[src/exec_map.vh]
`ifndef EXEC_MAP_VH
`define EXEC_MAP_VH

// register port offsets (word index on the plain port)
`define REG_CTRL 4'h0
`define REG_STATUS 4'h1
`define REG_MASK 4'h2
`define REG_ACC 4'h3
`define REG_SEL 4'h4
`define REG_RFILE 4'h5

// control register fields
`define CTRL_IE_BIT 0
`define CTRL_X_LSB 4
`define CTRL_P_LSB 8
`define CTRL_DF_BIT 12

// status / mask bits
`define EV_EXEC_DONE 0
`define EV_DMA_IN 1
`define EV_DMA_OUT 2
`define EV_INT_ENTRY 3
`define EV_WIDTH 4

// opcode low nibbles of the final group
`define OP_LOAD_VIA_X 4'h0
`define OP_OR 4'h1
`define OP_AND 4'h2
`define OP_XOR 4'h3
`define OP_ADD 4'h4
`define OP_SUB_ACC_FROM_MEM 4'h5
`define OP_SHIFT_RIGHT 4'h6
`define OP_SUB_MEM_FROM_ACC 4'h7
`define OP_SHIFT_LEFT 4'he

// selector values forced at interrupt entry, and the register index used as the dma pointer
`define INT_P_VALUE 4'h1
`define INT_X_VALUE 4'h2
`define DMA_PTR_INDEX 4'h0

// cycles a memory access spends in the access state; the write-back cycle after them takes the byte
`define ACCESS_CYCLES 3'h4

// reset values
`define RST_ACC 8'h00
`define RST_ADDR 16'h0000

`endif

[src/exec_unit.v]
`timescale 1ns/1ps
`include "exec_map.vh"

module exec_unit (
  // clock and reset
  input wire core_clk,
  input wire rst,
  // instruction request from the fetch/decode logic (same clock)
  input wire exec_start,
  input wire [3:0] exec_op,
  output reg exec_busy,
  output reg exec_done,
  // external request pins
  input wire dma_in_req_pin,
  input wire dma_out_req_pin,
  input wire int_req_pin,
  input wire clear_n,
  input wire wait_n,
  // memory bus
  output reg [15:0] mem_addr,
  input wire [7:0] mem_data_in,
  output reg mem_read_strobe_n,
  output reg mem_write_strobe_n,
  output reg timing_pulse_a,
  // register port
  input wire [3:0] reg_addr,
  input wire [31:0] reg_wdata,
  input wire reg_wr,
  input wire reg_rd,
  output reg [31:0] reg_rdata,
  // interrupt
  output reg irq
);

  localparam [3:0] ST_IDLE = 4'b0001;
  localparam [3:0] ST_ACCESS = 4'b0010;
  localparam [3:0] ST_WB = 4'b0100;
  localparam [3:0] ST_LOAD = 4'b1000;

  localparam [3:0] K_EXEC = 4'b0001;
  localparam [3:0] K_DMA_IN = 4'b0010;
  localparam [3:0] K_DMA_OUT = 4'b0100;
  localparam [3:0] K_INT = 4'b1000;

  // two-flop synchronisers for every pin input
  reg [4:0] pin_meta_r;
  reg [4:0] pin_sync_r;
  reg [7:0] data_meta_r;
  reg [7:0] data_sync_r;

  always @(posedge core_clk) begin
    if (rst) begin
      pin_meta_r <= 5'h1_8;
      pin_sync_r <= 5'h1_8;
      data_meta_r <= 8'h00;
      data_sync_r <= 8'h00;
    end else begin
      pin_meta_r <= {clear_n, wait_n, int_req_pin, dma_out_req_pin, dma_in_req_pin};
      pin_sync_r <= pin_meta_r;
      data_meta_r <= mem_data_in;
      data_sync_r <= data_meta_r;
    end
  end

  wire dma_in_req = pin_sync_r[0];
  wire dma_out_req = pin_sync_r[1];
  wire int_req = pin_sync_r[2];
  wire load_mode = ~pin_sync_r[3] & ~pin_sync_r[4];

  // architectural state
  reg [15:0] rfile [0:15];
  reg [7:0] acc_r;
  reg carry_flag_r;
  reg int_enable_r;
  reg [3:0] x_sel_r;
  reg [3:0] p_sel_r;
  reg [7:0] t_reg_r;

  // cycle control
  reg [3:0] state_r;
  reg [3:0] kind_r;
  reg [3:0] op_r;
  reg [2:0] wait_cnt_r;
  reg [3:0] ptr_idx_r;

  // software registers
  reg [`EV_WIDTH-1:0] status_r;
  reg [`EV_WIDTH-1:0] mask_r;
  reg [3:0] sel_r;

  // decode of the latched op: low half uses R(X), high half the program counter
  wire op_immediate = op_r[3];
  // both shifts share the low bits 110; bit 3 only picks the direction
  wire op_is_shift = ({1'b0, op_r[2:0]} == `OP_SHIFT_RIGHT);
  wire [3:0] exec_op_idx = exec_op[3] ? p_sel_r : x_sel_r;
  // a shift never strobes memory, so the bus may hold anything meanwhile
  wire exec_op_shift = ({1'b0, exec_op[2:0]} == `OP_SHIFT_RIGHT);

  // alu: one datapath serves the indexed and immediate variants
  reg [7:0] alu_res;
  reg alu_carry;
  reg [8:0] alu_wide;

  always @* begin
    alu_res = acc_r;
    alu_carry = carry_flag_r;
    alu_wide = 9'h000;
    case (op_r[2:0])
      3'h0: begin
        alu_res = data_sync_r;
      end
      3'h1: begin
        alu_res = data_sync_r | acc_r;
      end
      3'h2: begin
        alu_res = data_sync_r & acc_r;
      end
      3'h3: begin
        alu_res = data_sync_r ^ acc_r;
      end
      3'h4: begin
        alu_wide = {1'b0, data_sync_r} + {1'b0, acc_r};
        alu_res = alu_wide[7:0];
        alu_carry = alu_wide[8];
      end
      3'h5: begin
        alu_wide = {1'b0, data_sync_r} - {1'b0, acc_r};
        alu_res = alu_wide[7:0];
        alu_carry = ~alu_wide[8];
      end
      3'h7: begin
        alu_wide = {1'b0, acc_r} - {1'b0, data_sync_r};
        alu_res = alu_wide[7:0];
        alu_carry = ~alu_wide[8];
      end
      3'h6: begin
        if (op_immediate) begin
          alu_res = {acc_r[6:0], 1'b0};
          alu_carry = acc_r[7];
        end else begin
          alu_res = {1'b0, acc_r[7:1]};
          alu_carry = acc_r[0];
        end
      end
      default: begin
        alu_res = acc_r;
      end
    endcase
  end

  // events for the status register, one cycle each
  wire wb_now = (state_r == ST_WB);
  wire ev_int = wb_now & (kind_r == K_INT);
  wire ev_dma_out = wb_now & (kind_r == K_DMA_OUT);
  wire ev_dma_in = wb_now & (kind_r == K_DMA_IN);
  wire ev_exec = wb_now & (kind_r == K_EXEC);
  wire [`EV_WIDTH-1:0] events = {ev_int, ev_dma_out, ev_dma_in, ev_exec};

  wire status_rd = reg_rd & (reg_addr == `REG_STATUS);

  // cycle sequencer
  always @(posedge core_clk) begin
    if (rst) begin
      state_r <= ST_IDLE;
      kind_r <= K_EXEC;
      op_r <= 4'h0;
      wait_cnt_r <= 3'h0;
      ptr_idx_r <= 4'h0;
      mem_addr <= `RST_ADDR;
      mem_read_strobe_n <= 1'b1;
      mem_write_strobe_n <= 1'b1;
      timing_pulse_a <= 1'b0;
      exec_busy <= 1'b0;
      exec_done <= 1'b0;
    end else begin
      timing_pulse_a <= 1'b0;
      exec_done <= 1'b0;
      case (state_r)
        ST_IDLE, ST_LOAD: begin
          mem_read_strobe_n <= 1'b1;
          mem_write_strobe_n <= 1'b1;
          wait_cnt_r <= `ACCESS_CYCLES;
          // dma input is checked before dma output
          if (dma_in_req) begin
            kind_r <= K_DMA_IN;
            ptr_idx_r <= `DMA_PTR_INDEX;
            mem_addr <= rfile[`DMA_PTR_INDEX];
            mem_write_strobe_n <= 1'b0;
            timing_pulse_a <= ~load_mode;
            state_r <= ST_ACCESS;
          end else if (dma_out_req) begin
            kind_r <= K_DMA_OUT;
            ptr_idx_r <= `DMA_PTR_INDEX;
            mem_addr <= rfile[`DMA_PTR_INDEX];
            mem_read_strobe_n <= 1'b0;
            timing_pulse_a <= ~load_mode;
            state_r <= ST_ACCESS;
          end else if (load_mode) begin
            // exec and interrupt requests are dropped here, only dma loads memory
            // parked on the byte just before the dma pointer, read held low
            mem_addr <= rfile[`DMA_PTR_INDEX] - 16'h0001;
            mem_read_strobe_n <= 1'b0;
            state_r <= ST_LOAD;
          end else if (int_req & int_enable_r) begin
            kind_r <= K_INT;
            ptr_idx_r <= p_sel_r;
            mem_addr <= rfile[p_sel_r];
            timing_pulse_a <= 1'b1;
            exec_busy <= 1'b1;
            state_r <= ST_ACCESS;
          end else if (exec_start) begin
            kind_r <= K_EXEC;
            op_r <= exec_op;
            ptr_idx_r <= exec_op_idx;
            mem_addr <= rfile[exec_op_idx];
            mem_read_strobe_n <= exec_op_shift;
            timing_pulse_a <= 1'b1;
            exec_busy <= 1'b1;
            state_r <= ST_ACCESS;
          end else begin
            state_r <= ST_IDLE;
          end
        end
        ST_ACCESS: begin
          // the count covers the two-flop delay on the returning data byte
          if (wait_cnt_r == 3'h1) begin
            state_r <= ST_WB;
          end
          wait_cnt_r <= wait_cnt_r - 3'h1;
        end
        ST_WB: begin
          mem_read_strobe_n <= 1'b1;
          mem_write_strobe_n <= 1'b1;
          exec_busy <= 1'b0;
          exec_done <= (kind_r == K_EXEC) | (kind_r == K_INT);
          state_r <= ST_IDLE;
        end
        default: begin
          state_r <= ST_IDLE;
        end
      endcase
    end
  end

  // architectural updates at write-back, software writes otherwise
  integer i;
  always @(posedge core_clk) begin
    if (rst) begin
      acc_r <= `RST_ACC;
      carry_flag_r <= 1'b0;
      int_enable_r <= 1'b0;
      x_sel_r <= 4'h0;
      p_sel_r <= 4'h0;
      t_reg_r <= 8'h00;
      sel_r <= 4'h0;
      for (i = 0; i < 16; i = i + 1) begin
        rfile[i] <= `RST_ADDR;
      end
    end else begin
      if (reg_wr) begin
        if (reg_addr == `REG_CTRL) begin
          int_enable_r <= reg_wdata[`CTRL_IE_BIT];
          x_sel_r <= reg_wdata[`CTRL_X_LSB+3:`CTRL_X_LSB];
          p_sel_r <= reg_wdata[`CTRL_P_LSB+3:`CTRL_P_LSB];
          carry_flag_r <= reg_wdata[`CTRL_DF_BIT];
        end else if (reg_addr == `REG_ACC) begin
          acc_r <= reg_wdata[7:0];
        end else if (reg_addr == `REG_SEL) begin
          sel_r <= reg_wdata[3:0];
        end else if (reg_addr == `REG_RFILE) begin
          rfile[sel_r] <= reg_wdata[15:0];
        end
      end
      // hardware write-back lands after software so it wins a collision
      if (wb_now) begin
        if (kind_r == K_EXEC) begin
          acc_r <= alu_res;
          carry_flag_r <= alu_carry;
          if (op_immediate & ~op_is_shift) begin
            rfile[ptr_idx_r] <= rfile[ptr_idx_r] + 16'h0001;
          end
        end else if ((kind_r == K_DMA_IN) | (kind_r == K_DMA_OUT)) begin
          // pointer wraps at 16 bits with no indication
          rfile[ptr_idx_r] <= rfile[ptr_idx_r] + 16'h0001;
        end else begin
          t_reg_r <= {x_sel_r, p_sel_r};
          int_enable_r <= 1'b0;
          p_sel_r <= `INT_P_VALUE;
          x_sel_r <= `INT_X_VALUE;
        end
      end
    end
  end

  // status: sticky, cleared by reading it; a same-cycle event still sets
  always @(posedge core_clk) begin
    if (rst) begin
      status_r <= {`EV_WIDTH{1'b0}};
      mask_r <= {`EV_WIDTH{1'b0}};
      irq <= 1'b0;
    end else begin
      status_r <= (status_rd ? {`EV_WIDTH{1'b0}} : status_r) | events;
      if (reg_wr & (reg_addr == `REG_MASK)) begin
        mask_r <= reg_wdata[`EV_WIDTH-1:0];
      end
      irq <= |(((status_rd ? {`EV_WIDTH{1'b0}} : status_r) | events) & mask_r);
    end
  end

  // read data stands in the cycle after the strobe only
  always @(posedge core_clk) begin
    if (rst) begin
      reg_rdata <= 32'h0000_0000;
    end else begin
      reg_rdata <= 32'h0000_0000;
      if (reg_rd) begin
        if (reg_addr == `REG_CTRL) begin
          reg_rdata <= {19'h0_0000, carry_flag_r, p_sel_r, x_sel_r, 3'h0, int_enable_r};
        end else if (reg_addr == `REG_STATUS) begin
          reg_rdata <= {{(32-`EV_WIDTH){1'b0}}, status_r};
        end else if (reg_addr == `REG_MASK) begin
          reg_rdata <= {{(32-`EV_WIDTH){1'b0}}, mask_r};
        end else if (reg_addr == `REG_ACC) begin
          reg_rdata <= {16'h0000, t_reg_r, acc_r};
        end else if (reg_addr == `REG_SEL) begin
          reg_rdata <= {24'h00_0000, load_mode, state_r[0], 2'h0, sel_r};
        end else if (reg_addr == `REG_RFILE) begin
          reg_rdata <= {16'h0000, rfile[sel_r]};
        end
      end
    end
  end

endmodule // exec_unit

[config.mk]
export PLATFORM = sky130hd
export DESIGN_NAME = exec_unit
export DESIGN_NICKNAME = d
export VERILOG_FILES = /design/src/exec_unit.v
export VERILOG_INCLUDE_DIRS = /design/src /design/src/src
export SDC_FILE = /design/constraint.sdc
export NUM_CORES = 1
export LEC_CHECK = 0
export ABC_CLOCK_PERIOD_IN_PS = 7500
export BUFFER_PORTS_ARGS = -buffer_cell sky130_fd_sc_hd__buf_2
export CORE_MARGIN = 3
export CORE_UTILIZATION = 35
export DETAILED_ROUTE_END_ITERATION = 8
export GPL_ROUTABILITY_DRIVEN = 0
export GPL_TIMING_DRIVEN = 1
export SYNTH_ARGS = -nofsm -noshare
export SYNTH_HDL_FRONTEND = slang
export SYNTH_SLANG_ARGS = --single-unit
export TNS_END_PERCENT = 20
[constraint.sdc]
create_clock -name core_clk -period 7.5 [get_ports core_clk]
set_input_delay 0.75 -clock core_clk [delete_from_list [all_inputs] [get_ports core_clk]]
set_output_delay 0.75 -clock core_clk [all_outputs]
set_load 0.005 [all_outputs]
==> qor.yml <==
status: "finished clean"
tns_ns: 0
nFillCells: 7106
place_area_sq_um: 27800
relSlewSlack_pct: 12.6
netlist_area_sq_um: 26800
ys_seq_elements: 385
required_ns: 7.78
skew_ns: 0.0216
synth_area_leaders: "edfxtp_1, mux4_2, dfxtp_1, nand3_1, o21ai_0"
drive_above_1_share_pct: 23.8
avgRoutedWirePerCell_um: 29.8
antenna_found_initial: 5
cts-buffers-inserted: 46
avgViaCountPerCell: 6.68
numClockSinks: 385
synth_cell_types: 87
grt-ovfl-total: 0
slew_violations: 0
design.portCount: 112
rsz0062_at_grt: "no"
synth_top_area_share_pct: 28.7
clk-insertion-delay-late_ns: 0.60
grtUsageTotal_pct: 24.9
worstSetupPathType: "reg -> reg"
wl_met1_um: 35100
grt_pass1_wl_um: 146000
met3_length_um: 14400
r2r_end: "rfile[13][11]"
synth_top_area_cell: "edfxtp_1"
yosysWarnings: 0
synth-seq-area-share_pct: 38.3
r2r_slack_ns: 2.79
synth_edf_count: 256
detail_route.wirelength_um: 101000
worst_pin_slew_ns: 1.31
arrival_ns: 4.99
whs_ns: 0.347
hold_buffers: 0
start_util_pct: 35.7
reg2regPathDepth: 9
synthToLayoutAreaGrowth_pct: 9.46
final_area_sq_um: 29300
ir_drop_mv: 0.130
finalCriticalPeriod_ns: 4.71
clkTransAtPathRegs_ns: 0.06
post_cts_resized: 0
nets: 2492
powerDensity_nw_per_um2: 182
avgSynthCellArea_sq_um: 10.9
drt_first_pass_iters: 8
floorplan.die_area_sq_um: 79900
cts-root-buf: "clkbuf_16"
ant_nets: 0
cp_max_fo: 38
p_total_w: 0.00535
drt_iter0_drc: 3445
netlist_instances: 2455
finalSetupViolations: 0
cp-endpoint: "rfile[13][11]"
numPortBuffers: 79
h-tree-depth: 2
yosys.cell_count.top_type: "nand3_1"
p_leak_nw: 9.62
synth_ff_type: "edfxtp_1"
ys_top_cells_by_count: "nand3_1, mux4_2, edfxtp_1"
grt_pass1_vias: 21700
dr_wl_met2_um: 45200
drc: 0
period_share_pct: 62.8
async_reset_ff_share_pct: 0
grt_max_degree: 68
hold_class: "in -> reg"
core_area_sq_um: 75100
drv_cap: 0
crit_path_start_kind: "flip-flop"
hold_viol: 0
end_kind: "flip-flop"
die_h_um: 283
die_w_um: 283
top_layer: "met5"
fp-row-count: 100
cts_setup_buffers: 0
clk_path_buf_depth: 3
num_vias: 22700
cts_tree: "yes"
fmax_ghz: 0.212
hpwl_um: 65700
==> area by class of cell <==
cell class,instances,area (sq um),share of cell area [%]
timing repair buffer,152,946,3.23
tap,969,1210,4.13
antenna,5,12.5,0.0427
inverter,40,150,0.512
clock inverter,22,219,0.747
multi-input combinational,1768,15200,51.7
sequential,385,10300,35.1
clock buffer,61,1330,4.52
==> metal layers <==
metal  up-vias  track usage (%)
li1       9368                -
met4         2             15.0
met2      1944             38.1
met5         -                0
met1     11000             30.6
met3       409             8.19
==> how the worst min path moves through the flow <==
stage                                to  slack, ns           from  depth (start not counted)
final                     pin_meta_r[3]       0.35         wait_n                          2
after global routing      pin_meta_r[3]       0.33         wait_n                          2
after CTS                 pin_meta_r[3]       0.33         wait_n                          2
after floorplan           pin_sync_r[3]       0.39  pin_meta_r[3]                          1
after detailed placement  pin_sync_r[4]       0.40  pin_meta_r[4]                          1
after global placement    pin_sync_r[4]       0.41  pin_meta_r[4]                          1
==> per-stage QoR <==
stage | utilization (%) | setup slack [ns] | std cells
CTS | 39.0 | 2.72 | 3397
floorplan | - | 4.10 | 2470
detailed placement | 37.0 | 2.73 | 3314
global placement | 37.0 | 2.80 | 3314
global route | 39.0 | 2.42 | 3397
finish | 39.1 | 2.79 | 3402
==> worst max-delay path, cell delays in order (launching register included) <==
cell     delay [ns]
dfxtp_4        0.81
buf_4          0.76
mux4_2         0.36
o22ai_1        0.11
a21oi_1        0.40
nand4_1        0.35
nor2_2         0.38
nand2_2        0.12
xor2_2         0.84
o21ai_0        0.25
==> state kept, by name, summed over array words and instances (netlist names), 3 cells and up, named ones only <==
signal and flops:
acc_r 8, data_meta_r 8, data_sync_r 8, kind_r 4
mask_r 4, mem_addr 16, op_r 4, p_sel_r 4
pin_meta_r 5, pin_sync_r 5, ptr_idx_r 4, reg_rdata 16
rfile 256, sel_r 4, state_r 4, status_r 4
t_reg_r 8, wait_cnt_r 3, x_sel_r 4
==> kinds of logic (layout without fill, tap and decap cells) <==
family	after synthesis	count (layout)	synth area share [%]
other	1	21	0.0140
multiplexers	345	345	26.4
buffers and inverters	317	275	5.37
AO/OA/AOI/OAI	549	549	12.4
adder cells (fa/ha/maj)	41	41	2.00
AND/OR/NAND/NOR	785	785	14.2
flip-flops	385	385	38.3
XOR/XNOR	32	32	1.26
==> report_power, final <==
part	switching (W)	internal (W)	total, W
Sequential	0.0000895	0.00233	0.00242
Combinational	0.000363	0.000219	0.000582
Clock	0.000963	0.00138	0.00234
Total	0.00142	0.00393	0.00535
==> layout by cell type (no fill, tap or decap), types with 21 or more instances in the layout <==
master / synthesis / final
a21oi_1: 90 / 89
mux4_2: 273 / 273
o21ai_0: 246 / 246
nand2_1: 195 / 195
buf_4: 20 / 74
o21ai_1: 25 / 25
buf_2: 39 / 78
nor3_1: 30 / 26
inv_1: 39 / 39
o21ai_2: 30 / 30
dfxtp_1: 129 / 122
nor2_1: 125 / 125
edfxtp_1: 256 / 256
clkbuf_16: 0 / 49
nand3_1: 302 / 302
nor2b_1: 44 / 44
ha_1: 38 / 38
a22oi_1: 21 / 21
mux2i_1: 54 / 53
No activity file was read; power rests on OpenSTA's default activity.
